<file path="config.mk">
export PLATFORM = sky130hd
export DESIGN_NAME = afpg_top
export DESIGN_NICKNAME = d
export VERILOG_FILES = /design/src/design/afpg_pkg.sv /design/src/design/afpg_cfg_if.sv /design/src/design/afpg_top.sv /design/src/design/afpg_regs.sv /design/src/design/afpg_phase_timer.sv
export VERILOG_INCLUDE_DIRS = /design/src /design/src/design
export SDC_FILE = /design/constraint.sdc
export NUM_CORES = 1
export LEC_CHECK = 0
export BUFFER_PORTS_ARGS = -buffer_cell sky130_fd_sc_hd__buf_2
export CAP_MARGIN = 20
export CORE_UTILIZATION = 59
export DETAILED_ROUTE_END_ITERATION = 8
export PLACE_DENSITY_LB_ADDON = 0.3
export SLEW_MARGIN = 5
export SYNTH_ARGS = -nofsm -noshare
export SYNTH_HDL_FRONTEND = slang
export SYNTH_SLANG_ARGS = --single-unit
</file>
<file path="constraint.sdc">
create_clock -name clock -period 39 [get_ports clock]
set_clock_uncertainty 0.2 [all_clocks]
set_input_delay 7.8 -clock clock [delete_from_list [all_inputs] [get_ports clock]]
set_output_delay 7.8 -clock clock [all_outputs]
set_load 0.01 [all_outputs]
</file>
<file path="src/design/afpg_cfg.svh">
/*
 * Constants of the ac line firing pattern generator: register offsets,
 * field positions, reset values and pattern arithmetic constants.
 * Assumes inclusion by bare name from the package and design modules.
 */
`ifndef AFPG_CFG_SVH
`define AFPG_CFG_SVH

`define AFPG_ADDR_W 5
`define AFPG_OFF_MODE 5'h00
`define AFPG_OFF_DEMAND 5'h04
`define AFPG_OFF_MINCYC 5'h08
`define AFPG_OFF_RAMP 5'h0c
`define AFPG_OFF_DELAY 5'h10
`define AFPG_OFF_STATUS 5'h14

`define AFPG_RST_MODE 3'h0
`define AFPG_RST_DEMAND 7'h00
`define AFPG_RST_MINCYC 8'h04
`define AFPG_RST_RAMP 8'h06
`define AFPG_RST_DELAY 8'h50

`define AFPG_ST_GATE 0
`define AFPG_ST_RUN 1
`define AFPG_ST_MODE_LO 2
`define AFPG_ST_MODE_HI 4
`define AFPG_ST_ACC_LO 8
`define AFPG_ST_ACC_HI 15

`define AFPG_FULL_PCT 8'h64
`define AFPG_HALF_PCT 8'h32
`define AFPG_HALF_DEG 8'hb4
`define AFPG_PER_W 20
`define AFPG_PER_MAX 20'hfffff

`endif

</file>
<file path="src/design/afpg_pkg.sv">
/*
 * Types shared by the firing pattern generator modules.
 * Assumes afpg_cfg.svh on the include path.
 */
package afpg_pkg;
`include "afpg_cfg.svh"

    typedef enum logic [2:0] {
        AFPG_CONTACTOR,
        AFPG_SINGLE,
        AFPG_BURST,
        AFPG_BURST_RAMP,
        AFPG_BURST_DELAY,
        AFPG_HALF
    } afpg_mode_t;

    typedef logic [7:0] afpg_byte_t;
endpackage

</file>
<file path="src/design/afpg_cfg_if.sv">
/*
 * Carrier between the register slave and the pattern core: settings
 * toward the core, live state back for the status register.
 * Assumes both ends are clocked by the same clock.
 */
`timescale 1ns/1ps
interface afpg_cfg_if;
    import afpg_pkg::*;
    logic [2:0] mode;
    logic [6:0] demand;
    afpg_byte_t min_cyc;
    afpg_byte_t ramp_hc;
    afpg_byte_t delay_deg;
    logic st_gate;
    logic st_run;
    logic [2:0] st_mode;
    afpg_byte_t st_acc;

    modport regs (output mode, demand, min_cyc, ramp_hc, delay_deg,
                  input st_gate, st_run, st_mode, st_acc);
    modport core (input mode, demand, min_cyc, ramp_hc, delay_deg,
                  output st_gate, st_run, st_mode, st_acc);
endinterface

</file>
<file path="src/design/afpg_top.sv">
/*
 * AC line firing pattern generator: decides per line cycle or half cycle
 * whether the load switch conducts, for contactor, single-cycle, burst,
 * burst with start ramp, delayed-trigger burst and balanced half-cycle firing.
 * Assumes zc_pulse marks each line zero crossing for one clock and line_pos
 * gives the polarity of the half cycle that starts there.
 */
// Decided for this implementation: the register addresses and the Avalon-MM slave port.
`timescale 1ns/1ps
`include "afpg_cfg.svh"
module afpg_top
    import afpg_pkg::*;
(
    input wire logic clock,
    input wire logic nrst,
    input wire logic [`AFPG_ADDR_W-1:0] address,
    input wire logic read,
    input wire logic write,
    input wire logic [31:0] writedata,
    output logic [31:0] readdata,
    output logic waitrequest,
    input wire logic zc_pulse,
    input wire logic line_pos,
    input wire logic enable_in,
    input wire logic ilimit_cut,
    output logic gate_out
);
    afpg_cfg_if cfg_bus();

    afpg_mode_t mode_ff;
    afpg_byte_t demand_ff;
    afpg_byte_t min_ff;
    afpg_byte_t ramp_ff;
    afpg_byte_t delay_ff;
    afpg_byte_t acc_ff;
    afpg_byte_t blk_ff;
    afpg_byte_t hc_idx_ff;
    logic run_ff;
    logic conduct_ff;
    logic phased_ff;
    afpg_byte_t angle_ff;
    logic [1:0] imb_ff;
    logic gate_ff;
    logic fire_ok;

    afpg_mode_t cfg_mode;
    afpg_byte_t cfg_demand;
    afpg_byte_t cfg_min;
    logic cyc_mode;
    logic boundary;
    afpg_mode_t eff_mode;
    afpg_byte_t eff_demand;
    afpg_byte_t eff_min;
    afpg_byte_t modulus;
    afpg_byte_t acc_sum;
    logic want;
    logic blocked;
    logic nxt_run;
    afpg_byte_t nxt_hc_idx;

    // Acc at most modulus and demand at most 100 keep the sum inside 8 bits
    function automatic afpg_byte_t ramp_angle(input afpg_byte_t idx, input afpg_byte_t len);
        logic [15:0] num;
        num = 16'(`AFPG_HALF_DEG) * 16'(len - idx);
        return 8'(num / (16'(len) + 16'h0001));
    endfunction

    function automatic logic is_cycle_mode(input afpg_mode_t m);
        return (m == AFPG_SINGLE) || (m == AFPG_BURST) || (m == AFPG_BURST_RAMP)
            || (m == AFPG_BURST_DELAY);
    endfunction

    afpg_regs u_regs (
        .clock(clock),
        .nrst(nrst),
        .address(address),
        .read(read),
        .write(write),
        .writedata(writedata),
        .readdata(readdata),
        .waitrequest(waitrequest),
        .cfg(cfg_bus.regs)
    );

    afpg_phase_timer u_phase (
        .clock(clock),
        .nrst(nrst),
        .zc_pulse(zc_pulse),
        .phased(phased_ff),
        .angle(angle_ff),
        .fire_ok(fire_ok)
    );

    // Unknown selector codes fall back to contactor, which is the safe follower
    assign cfg_mode = (cfg_bus.mode > 3'(AFPG_HALF)) ? AFPG_CONTACTOR
                    : afpg_mode_t'(cfg_bus.mode);
    assign cfg_demand = (cfg_bus.demand > 7'(`AFPG_FULL_PCT)) ? `AFPG_FULL_PCT
                      : {1'b0, cfg_bus.demand};
    assign cfg_min = (cfg_mode == AFPG_SINGLE || cfg_bus.min_cyc == 8'h00) ? 8'h01
                   : cfg_bus.min_cyc;

    // A cycle pattern may only be left at the end of its block
    assign cyc_mode = is_cycle_mode(mode_ff);
    assign boundary = zc_pulse && (!cyc_mode || (line_pos && blk_ff == 8'h00));
    assign eff_mode = boundary ? cfg_mode : mode_ff;
    assign eff_demand = boundary ? cfg_demand : demand_ff;
    assign eff_min = boundary ? cfg_min : min_ff;

    // Half-cycle modulus stretches low demand to give one in three at 25%
    assign modulus = (eff_mode == AFPG_HALF && eff_demand < `AFPG_HALF_PCT)
                   ? eff_demand + `AFPG_HALF_PCT : `AFPG_FULL_PCT;
    assign acc_sum = acc_ff + eff_demand;
    assign want = acc_sum >= modulus;
    assign blocked = (imb_ff == 2'b01 && line_pos) || (imb_ff == 2'b11 && !line_pos);
    assign nxt_run = want;
    assign nxt_hc_idx = (nxt_run && !run_ff) ? 8'h00
                      : (hc_idx_ff == 8'hff) ? hc_idx_ff : hc_idx_ff + 8'h01;

    always_ff @(posedge clock or negedge nrst)
    begin
        if (!nrst)
        begin
            mode_ff <= AFPG_CONTACTOR;
            demand_ff <= 8'h00;
            min_ff <= 8'h01;
            ramp_ff <= 8'h00;
            delay_ff <= 8'h00;
        end
        else if (boundary)
        begin
            mode_ff <= cfg_mode;
            demand_ff <= cfg_demand;
            min_ff <= cfg_min;
            ramp_ff <= cfg_bus.ramp_hc;
            delay_ff <= cfg_bus.delay_deg;
        end
    end

    // Block counter: a decision lasts min_ff whole cycles, on or off alike
    always_ff @(posedge clock or negedge nrst)
    begin
        if (!nrst)
            blk_ff <= 8'h00;
        else if (zc_pulse && line_pos && is_cycle_mode(eff_mode))
        begin
            if (boundary)
                blk_ff <= eff_min - 8'h01;
            else
                blk_ff <= blk_ff - 8'h01;
        end
        else if (boundary)
            blk_ff <= 8'h00;
    end

    always_ff @(posedge clock or negedge nrst)
    begin
        if (!nrst)
        begin
            acc_ff <= 8'h00;
            run_ff <= 1'b0;
            hc_idx_ff <= 8'h00;
        end
        else if (zc_pulse)
        begin
            case (eff_mode)
                AFPG_SINGLE, AFPG_BURST, AFPG_BURST_RAMP, AFPG_BURST_DELAY:
                begin
                    if (boundary)
                    begin
                        acc_ff <= want ? acc_sum - modulus : acc_sum;
                        run_ff <= nxt_run;
                        hc_idx_ff <= nxt_hc_idx;
                    end
                    else if (hc_idx_ff != 8'hff)
                        hc_idx_ff <= hc_idx_ff + 8'h01;
                end
                AFPG_HALF:
                begin
                    // A deferred half keeps one firing of credit, so the sum stays in 8 bits
                    if (!want)
                        acc_ff <= acc_sum;
                    else if (blocked)
                        acc_ff <= modulus;
                    else
                        acc_ff <= acc_sum - modulus;
                    run_ff <= want && !blocked;
                    hc_idx_ff <= 8'h00;
                end
                default:
                begin
                    acc_ff <= 8'h00;
                    run_ff <= enable_in;
                    hc_idx_ff <= 8'h00;
                end
            endcase
        end
    end

    // Net polarity of conducted halves, held within one half cycle either way
    always_ff @(posedge clock or negedge nrst)
    begin
        if (!nrst)
            imb_ff <= 2'b00;
        else if (zc_pulse && eff_mode == AFPG_HALF && want && !blocked)
            imb_ff <= line_pos ? imb_ff + 2'b01 : imb_ff - 2'b01;
        else if (boundary && eff_mode != AFPG_HALF)
            imb_ff <= 2'b00;
    end

    // Conduction and firing angle change only at a zero crossing
    always_ff @(posedge clock or negedge nrst)
    begin
        if (!nrst)
        begin
            conduct_ff <= 1'b0;
            phased_ff <= 1'b0;
            angle_ff <= 8'h00;
        end
        else if (zc_pulse)
        begin
            phased_ff <= 1'b0;
            angle_ff <= 8'h00;
            case (eff_mode)
                AFPG_CONTACTOR:
                    conduct_ff <= enable_in;
                AFPG_HALF:
                    conduct_ff <= want && !blocked;
                AFPG_BURST_RAMP:
                begin
                    conduct_ff <= boundary ? nxt_run : run_ff;
                    if ((boundary ? nxt_hc_idx : hc_idx_ff + 8'h01) < ramp_ff)
                    begin
                        phased_ff <= 1'b1;
                        angle_ff <= ramp_angle(boundary ? nxt_hc_idx : hc_idx_ff + 8'h01,
                                               ramp_ff);
                    end
                end
                AFPG_BURST_DELAY:
                begin
                    conduct_ff <= boundary ? nxt_run : run_ff;
                    if (boundary && nxt_run && !run_ff)
                    begin
                        phased_ff <= 1'b1;
                        angle_ff <= cfg_bus.delay_deg;
                    end
                end
                AFPG_SINGLE, AFPG_BURST:
                    conduct_ff <= boundary ? nxt_run : run_ff;
                default:
                    conduct_ff <= 1'b0;
            endcase
        end
    end

    // Once fired, the switch stays on to the next crossing; limit may cut it
    always_ff @(posedge clock or negedge nrst)
    begin
        if (!nrst)
            gate_ff <= 1'b0;
        else
            gate_ff <= conduct_ff && fire_ok && !ilimit_cut;
    end

    assign gate_out = gate_ff;
    assign cfg_bus.st_gate = gate_ff;
    assign cfg_bus.st_run = conduct_ff;
    assign cfg_bus.st_mode = mode_ff;
    assign cfg_bus.st_acc = acc_ff;
endmodule // afpg_top

</file>
<file path="src/design/afpg_regs.sv">
/*
 * Avalon-MM slave holding the pattern settings and the status word.
 * Assumes a master that holds its request until waitrequest is low.
 */
`timescale 1ns/1ps
`include "afpg_cfg.svh"
module afpg_regs
    import afpg_pkg::*;
(
    input wire logic clock,
    input wire logic nrst,
    input wire logic [`AFPG_ADDR_W-1:0] address,
    input wire logic read,
    input wire logic write,
    input wire logic [31:0] writedata,
    output logic [31:0] readdata,
    output logic waitrequest,
    afpg_cfg_if.regs cfg
);
    logic ack_ff;
    logic [31:0] rdata_ff;
    logic [2:0] mode_ff;
    logic [6:0] demand_ff;
    afpg_byte_t mincyc_ff;
    afpg_byte_t ramp_ff;
    afpg_byte_t delay_ff;
    logic [31:0] nxt_rdata;
    logic req;

    // One wait state: read data is captured at the first edge, a write lands at the second
    assign req = (read | write) & ~ack_ff;
    assign waitrequest = (read | write) & ~ack_ff;
    assign readdata = rdata_ff;

    always_ff @(posedge clock or negedge nrst)
    begin
        if (!nrst)
            ack_ff <= 1'b0;
        else
            ack_ff <= req;
    end

    always_comb
    begin
        nxt_rdata = 32'h0000_0000;
        case (address)
            `AFPG_OFF_MODE: nxt_rdata[2:0] = mode_ff;
            `AFPG_OFF_DEMAND: nxt_rdata[6:0] = demand_ff;
            `AFPG_OFF_MINCYC: nxt_rdata[7:0] = mincyc_ff;
            `AFPG_OFF_RAMP: nxt_rdata[7:0] = ramp_ff;
            `AFPG_OFF_DELAY: nxt_rdata[7:0] = delay_ff;
            `AFPG_OFF_STATUS:
            begin
                nxt_rdata[`AFPG_ST_GATE] = cfg.st_gate;
                nxt_rdata[`AFPG_ST_RUN] = cfg.st_run;
                nxt_rdata[`AFPG_ST_MODE_HI:`AFPG_ST_MODE_LO] = cfg.st_mode;
                nxt_rdata[`AFPG_ST_ACC_HI:`AFPG_ST_ACC_LO] = cfg.st_acc;
            end
            default: nxt_rdata = 32'h0000_0000;
        endcase
    end

    always_ff @(posedge clock or negedge nrst)
    begin
        if (!nrst)
            rdata_ff <= 32'h0000_0000;
        else if (req && read)
            rdata_ff <= nxt_rdata;
    end

    // Settings are only shadows here; the core adopts them at its own boundaries
    always_ff @(posedge clock or negedge nrst)
    begin
        if (!nrst)
        begin
            mode_ff <= `AFPG_RST_MODE;
            demand_ff <= `AFPG_RST_DEMAND;
            mincyc_ff <= `AFPG_RST_MINCYC;
            ramp_ff <= `AFPG_RST_RAMP;
            delay_ff <= `AFPG_RST_DELAY;
        end
        else if (write && ack_ff)
        begin
            case (address)
                `AFPG_OFF_MODE: mode_ff <= writedata[2:0];
                `AFPG_OFF_DEMAND: demand_ff <= writedata[6:0];
                `AFPG_OFF_MINCYC: mincyc_ff <= writedata[7:0];
                `AFPG_OFF_RAMP: ramp_ff <= writedata[7:0];
                `AFPG_OFF_DELAY: delay_ff <= writedata[7:0];
                default: ;
            endcase
        end
    end

    assign cfg.mode = mode_ff;
    assign cfg.demand = demand_ff;
    assign cfg.min_cyc = mincyc_ff;
    assign cfg.ramp_hc = ramp_ff;
    assign cfg.delay_deg = delay_ff;
endmodule // afpg_regs

</file>
<file path="src/design/afpg_phase_timer.sv">
/*
 * Half-cycle period meter and phase-angle gate: measures the time between
 * zero crossings and releases the gate once the requested angle has passed.
 * Assumes zc_pulse is a one-cycle pulse synchronous to clock.
 */
`timescale 1ns/1ps
`include "afpg_cfg.svh"
module afpg_phase_timer
    import afpg_pkg::*;
(
    input wire logic clock,
    input wire logic nrst,
    input wire logic zc_pulse,
    input wire logic phased,
    input wire afpg_byte_t angle,
    output logic fire_ok
);
    logic [`AFPG_PER_W-1:0] cnt_ff;
    logic [`AFPG_PER_W-1:0] period_ff;
    logic [`AFPG_PER_W-1:0] thr;
    logic [`AFPG_PER_W+7:0] prod;

    always_ff @(posedge clock or negedge nrst)
    begin
        if (!nrst)
            cnt_ff <= '0;
        else if (zc_pulse)
            cnt_ff <= '0;
        else if (cnt_ff != `AFPG_PER_MAX)
            cnt_ff <= cnt_ff + 1'b1;
    end

    always_ff @(posedge clock or negedge nrst)
    begin
        if (!nrst)
            period_ff <= '0;
        else if (zc_pulse)
            period_ff <= cnt_ff;
    end

    // Angles past 180 degrees clamp to the end of the half cycle
    assign prod = period_ff * ((angle > `AFPG_HALF_DEG) ? `AFPG_HALF_DEG : angle);
    assign thr = `AFPG_PER_W'(prod / `AFPG_HALF_DEG);
    assign fire_ok = !phased || (cnt_ff >= thr);
endmodule // afpg_phase_timer

</file>
Word-level counts from Yosys, hierarchy flattened
Index checks and enable logic that the tools add are counted.
- reduce and logical (&&, ||, !) cells: 50
- eq/ne operators: 23
- muxes and demuxes: 41
- multiply operators: 2
- divide/modulo/power cells: 2
- order comparisons: 7
- bitwise gates (word level): 3
- add/subtract/negate cells: 11
- operator list (cell ; count):
    8-bit two-way mux ; 21
    20-bit two-way mux ; 2
    8-bit case mux with 2 select lines ; 2
    28-bit by 8-bit divider with 28-bit output (second input constant) ; 1
    20-bit by 28-bit multiplier with 28-bit output ; 1
    20-bit by 1-bit adder with 20-bit output (second input constant) ; 1
    20-bit greater-or-equal comparator ; 1
    20-bit != test (second input constant) ; 1
    1-bit logical AND ; 19
    3-bit case mux with 6 select lines ; 1
    16-bit by 16-bit divider with 16-bit output ; 1
    8-bit logical NOT ; 2
    6-bit by 16-bit multiplier with 14-bit output (first input constant) ; 1
    8-bit by 1-bit subtractor with 8-bit output (second input constant) ; 2
    2-bit AND reduction ; 7
    3-bit by 2-bit equality test with 1-bit output (second input constant) ; 4
    5-bit by 4-bit equality test with 1-bit output (second input constant) ; 2
    5-bit equality test (second input constant) ; 2
    1-bit logical OR ; 10
    2-bit case mux with 5 select lines ; 1
    8-bit by 1-bit adder with 9-bit output (second input constant) ; 1
    3-bit by 1-bit equality test with 1-bit output (second input constant) ; 3
    3-bit equality test (second input constant) ; 3
    8-bit by 8-bit subtractor with 9-bit output ; 1
    other kinds (35) ; 49
- output and inout port bits: 34
- input bits: 45
- bits in registers: 156
- logic and storage cells: 161

Logic depth before layout (Yosys ltp)
- depth after elaboration: 20
- mapped depth: 219

Cells and area by module
Synthesis repeated with hierarchy kept, for this count alone.
- cells, all modules: 3462
- area total of the unflattened synthesis: 27542.7 um^2
- by module, submodules not included (module ; times used ; cells each ; sequential area each (um^2) ; area each (um^2)):
    afpg_phase_timer ; 1 ; 1774 ; 1001.0 ; 13779.5
    afpg_top ; 1 ; 1490 ; 1426.4 ; 11334.6
    afpg_regs ; 1 ; 198 ; 1282.5 ; 2428.6

Worst setup path before layout
Ideal clock, no wire load.
- path type: input-to-reg
- from: input port line_pos
- to: register angle_ff[0]
- buffers on the path: 12
- setup time: 0.147 ns
- stages: 211
- data required time: 38.653 ns
- arrival: 46.466 ns
- path slack: -7.812 ns
- path through: nor4b_1 nand2_1 o41ai_1 nand2_1 clkbuf_1 clkbuf_1 clkbuf_1 a21oi_1 inv_1 ha_1 fa_1 xor2_1 ha_1 nor2b_1 o21ai_0 nand2b_1 a21o_1 a21o_1 (+175 left out) nand2b_1 a21oi_1 nand4_1 or3_1 clkbuf_1 mux2_2 ha_1 a21o_1 a21oi_1 nor2b_1 o21ai_0 nand2b_1 a21oi_1 nor2b_1 o21ai_0 nand4_1 a22oi_1 o22ai_1
- cells in the longest elaborated chain, start to end: 16
- elaborated cells on any way between the ends: 26
- classes of those cells: 3 x add/sub; 1 x mul; 1 x div; 3 x order compare; 3 x eq/ne; 8 x mux; 7 x reduce/logical
- ends and longest elaborated chain (element ; line ; text):
    start: declaration ; afpg_top.sv:23 ; input wire logic line_pos,
    1-bit logical AND * ; afpg_top.sv:104 ; assign boundary = zc_pulse && (!cyc_mode || (line_pos && blk_ff == 8'h00));
    1-bit logical OR * ; afpg_top.sv:104 ;
    1-bit logical AND * ; afpg_top.sv:104 ;
    8-bit two-way mux * ; n/a ;
    named net eff_demand[0] ; afpg_top.sv:52 ; afpg_byte_t eff_demand;
    8-bit by 6-bit < comparator with 1-bit output (no line) ; n/a ;
    1-bit logical AND (no line) ; n/a ;
    8-bit two-way mux (no line) ; n/a ;
    8-bit greater-or-equal comparator * ; afpg_top.sv:113 ; assign want = acc_sum >= modulus;
    1-bit logical AND ; afpg_top.sv:116 ; assign nxt_hc_idx = (nxt_run && !run_ff) ? 8'h00
    8-bit two-way mux ; afpg_top.sv:116 ;
    8-bit two-way mux ; afpg_top.sv:231, afpg_top.sv:234 ;
    8-bit by 8-bit subtractor with 9-bit output ; afpg_top.sv:64 ; num = 16'(`AFPG_HALF_DEG) * 16'(len - idx);
    6-bit by 16-bit multiplier with 14-bit output ; afpg_top.sv:64 ;
    16-bit by 16-bit divider with 16-bit output ; afpg_top.sv:65 ; return 8'(num / (16'(len) + 16'h0001));
    8-bit two-way mux ; afpg_top.sv:231 ; if ((boundary ? nxt_hc_idx : hc_idx_ff + 8'h01) < ramp_ff)
    8-bit case mux with 2 select lines * ; afpg_top.sv:223 ; case (eff_mode)
    end signal: assignment ; afpg_top.sv:234 ; angle_ff <= ramp_angle(boundary ? nxt_hc_idx : hc_idx_ff + 8'h01,
    end signal: assignment ; afpg_top.sv:244 ; angle_ff <= cfg_bus.delay_deg;
    end: declaration ; afpg_top.sv:41 ; afpg_byte_t angle_ff;
The timed path passes the listed nets; every way through them passes the cells marked *.
A chain may end at the register's enable or synchronous reset.

Worst setup path after layout
Ends and elaborated chain as after synthesis.

==> qor.txt <==
===============================================================================================
Die outline height                                                                       210 um
Fin. max-slew vios                                                                            0
Wire length after detailed routing                                                    79,000 um
Status                                                                             finished, violations left
Multiplexer share of the synthesized area                                                 5.87%
# diodes                                                                                      0
Clock tree sinks                                                                            148
Clock insertion delay at the later pin of the skew report                                430 ps
Routing usage on met2                                                                     60.4%
CORE AREA                                                                           0.0423 mm^2
Root buffer cell                                                                   sky130_fd_sc_hd__clkbuf_16
Global Route met3 Usage                                                                   3.91%
Unique masters post-synth                                                                   124
Least setup slack across all paths after layout                                        -5230 ps
Simple-gate area share of the yosys netlist                                               22.1%
Drt via density                                                                            6.38
Crit-path leading delay family                                                     compound AO/OA/AOI/OAI gates
Largest incremental delay on the critical path                                           530 ps
Die Area                                                                            0.0441 mm^2
CTS tree                                                                                   done
Synth Area per Inst                                                                   8.02 um^2
Startpoint types                                                                   primary input
Iter 0 DRT Violations                                                                     2,316
Top_reg_cell synth                                                                 sky130_fd_sc_hd__dfrtp_1
Type of element capturing the critical path                                                flop
DIE WIDTH                                                                                210 um
Number of nets in the layout                                                              3,996
Final-report hold violation count                                                             0
Number of instances in the synthesized netlist                                            3,181
Area used by multi-input combinational logic                                        0.0212 mm^2
Quantity of hold-fixing buffers added after cts                                               0
Proportion of synthesized chip area in sequential cells                                   14.5%
Adder-cell share of the synthesized area                                                  21.3%
Final setup violating endpoints                                                               3
Post-detail-place hpwl                                                                55,400 um
Unrepaired setup endpoints after global routing                                            true
Class of the most critical hold timing path                                             reg2reg
TritonCTS buffer count                                                                       17
Via count of the first global-routing pass                                               26,200
Final-layout worst hold slack                                                            277 ps
Dominant combinational cell family by area after synthesis                         compound AO/OA/AOI/OAI gates
Placement Rows                                                                               75
Final worst-path cycle share                                                               113%
Post-synth EDFFs                                                                              0
XOR/XNOR share of the synthesized area                                                    6.86%
WHS Path Cells                                                                                2
Wire length of the first global-routing pass                                         124,000 um
Number of fill cells                                                                      2,934
CP max stage cell                                                                  sky130_fd_sc_hd__fa_1
Number of search-and-repair iterations in the first detailed-routing pass                     8
Number of warning messages in the yosys log                                                   0
Worst Tran Pin Value                                                                    1170 ps
Largest net degree at the start of global routing                                            87
Source of the worst register-to-register timing path                               blk_ff[1]$_DFFE_PN0P_
Compound-Gate Fraction of Synth Area                                                      23.6%
Max Cap Viol                                                                                  0
Most used cells in the layout excluding fill and tap cells                         sky130_fd_sc_hd__buf_4, sky130_fd_sc_hd__nand2_1, sky130_fd_sc_hd__nor2_1, sky130_fd_sc_hd__inv_1, sky130_fd_sc_hd__ha_1
Hold path startpoint                                                               u_regs.readdata[8]$_DFFE_PN0P_
Buffers on Ports                                                                             38
Data arrival, critical path                                                           44,290 ps
Top-level port count                                                                         79
Number of cells on the worst reg-to-reg path                                                208
Post-DRT Antenna Nets                                                                         0
R2R Setup Slk                                                                           1650 ps
Global placement routability congestion                                                   0.909
Total buffers and inverters traversed by the critical path                                   35
Most frequent standard cell in the layout excluding fill and tap cells             sky130_fd_sc_hd__buf_4
R2R Path End                                                                       angle_ff[0]$_DFFE_PN0P_
Max Freq                                                                               22.6 MHz
Sequential cell area                                                               0.00371 mm^2
Ys async rst share                                                                         100%
Crit Path Max Fanout                                                                         15
Grt peak-use layer                                                                         met2
GR Layer Usage met1                                                                       40.5%
Number of synthesized register bits                                                         148
Number of vias after detailed routing                                                    26,700
Sum of overflow across all layers after global routing                                        0
Number of antenna violations at the first check in global routing                             1
Starting density of the core                                                              60.3%
Routed length per placed instance                                                       18.9 um
Final routed DRC violation total                                                              0
Slew margin rel.                                                                          20.5%
Total global routing track utilization                                                    33.6%
Violations in the final reports                                                    setup timing
Crit Path Class                                                                          in2reg
Clock input transition at the sequential cells of the worst setup and hold paths          60 ps
Sink of the worst hold path                                                        u_regs.readdata[8]$_DFFE_PN0P_
Synth-to-Final Area Change                                                                21.2%
CTS H-tree lvls                                                                               4
Max clock buf depth                                                                           2
Post-layout min period                                                                44,230 ps
Required time at the endpoint of the critical path                                    39,060 ps
Layout cell share with drive strength beyond 1                                            23.8%
Area of the mapped netlist                                                          0.0255 mm^2
Dominant cell type by count on the critical path                                   sky130_fd_sc_hd__o21a_1
===============================================================================================
## worst register-to-register path, delay by kind of cell, from the launching register on
family	cells	cell delay, ps
muxes	4	1280
xor gates and xnor gates	4	660
and+or+nand+nor	39	5650
DFF	1	440
adders and majority gates	24	7070
buffers and inverters	34	4110
AOI/OAI and AO/OA	103	17810
## metal layers
layer,wire [um],share of wire [%]
met1,31000,39
met2,39200,50
met3,4950,6.3
met4,3870,4.9
met5,8,0.010
## area by class of cell
| cell class | instances | share of cell area (%) |
|---|---|---|
| multi-input cells | 2684 | 68.5 |
| clock buffers | 18 | 1.39 |
| clock inverters | 14 | 0.546 |
| repair buffers | 512 | 12.4 |
| flip-flops and latches | 148 | 12.0 |
| well taps | 577 | 2.33 |
| inverters | 233 | 2.84 |
## cell usage after synthesis (all sizes together), types with 29 or more instances
| cell type | number | area share, % |
|---|---|---|
| nand3 | 74 | 1.5 |
| xor2 | 65 | 2.3 |
| and2 | 99 | 2.4 |
| and3 | 97 | 2.4 |
| buf | 42 | 1.0 |
| o21ai | 173 | 3.5 |
| dfrtp | 143 | 14 |
| nor2 | 238 | 3.5 |
| a31oi | 33 | 0.81 |
| clkbuf | 89 | 1.3 |
| a21o | 53 | 1.6 |
| nand2 | 302 | 4.5 |
| fa | 126 | 9.9 |
| nand2b | 33 | 0.81 |
| mux2i | 37 | 1.5 |
| inv | 233 | 3.4 |
| nand4 | 38 | 0.93 |
| a21oi | 180 | 3.7 |
| o22ai | 29 | 0.77 |
| xnor2 | 125 | 4.6 |
| mux2 | 100 | 4.4 |
| nor3 | 108 | 2.2 |
| o211ai | 29 | 0.85 |
| o21a | 90 | 2.6 |
| ha | 229 | 11 |
## stage by stage
stage          std cells  worst slack [ps]  TNS [ps]  cell area (um^2)  util [%]
3_3_place_gp        3995             -4040     -7220             28500      67.4
6_report            4186             -5230    -10740             30900      73.1
2_1_floorplan       3196             -4550     -8840             25900         -
4_1_cts             4138             -3500     -5840             30300      71.6
5_1_grt             4186             -6700    -15200             30900      73.1
3_5_place_dp        3995             -5070    -10150             28500      67.4
## worst max-delay path by stage
stage	start	end	cells past startpoint
2_1_floorplan	line_pos	angle_ff[0]$_DFFE_PN0P_	213
3_3_place_gp	line_pos	angle_ff[0]$_DFFE_PN0P_	199
3_5_place_dp	line_pos	angle_ff[0]$_DFFE_PN0P_	199
4_1_cts	line_pos	angle_ff[0]$_DFFE_PN0P_	206
5_1_grt	line_pos	angle_ff[0]$_DFFE_PN0P_	211
6_report	line_pos	angle_ff[0]$_DFFE_PN0P_	209
## kinds of logic (layout without fill, tap and decap cells)
| group | Yosys count | count (layout) |
|---|---|---|
| compound gates | 855 | 855 |
| fa+ha+maj | 359 | 359 |
| other cells | 2 | 17 |
| simple gates | 1126 | 1126 |
| buf+inv | 364 | 777 |
| xor+xnor | 190 | 190 |
| mux | 137 | 137 |
| flops | 148 | 148 |
## repair_timing
item / 4_1_cts / 5_1_grt
setup endpoints to repair: 3 / 4
gates resized for setup: 67 / 50
setup buffers: 111 / 45
pin swaps: 96 / 85
gates cloned: 0 / 0
Power is left out: the tool's default activity adds up to more than one toggle a clock period on the data nets, which glitch-free logic cannot reach.
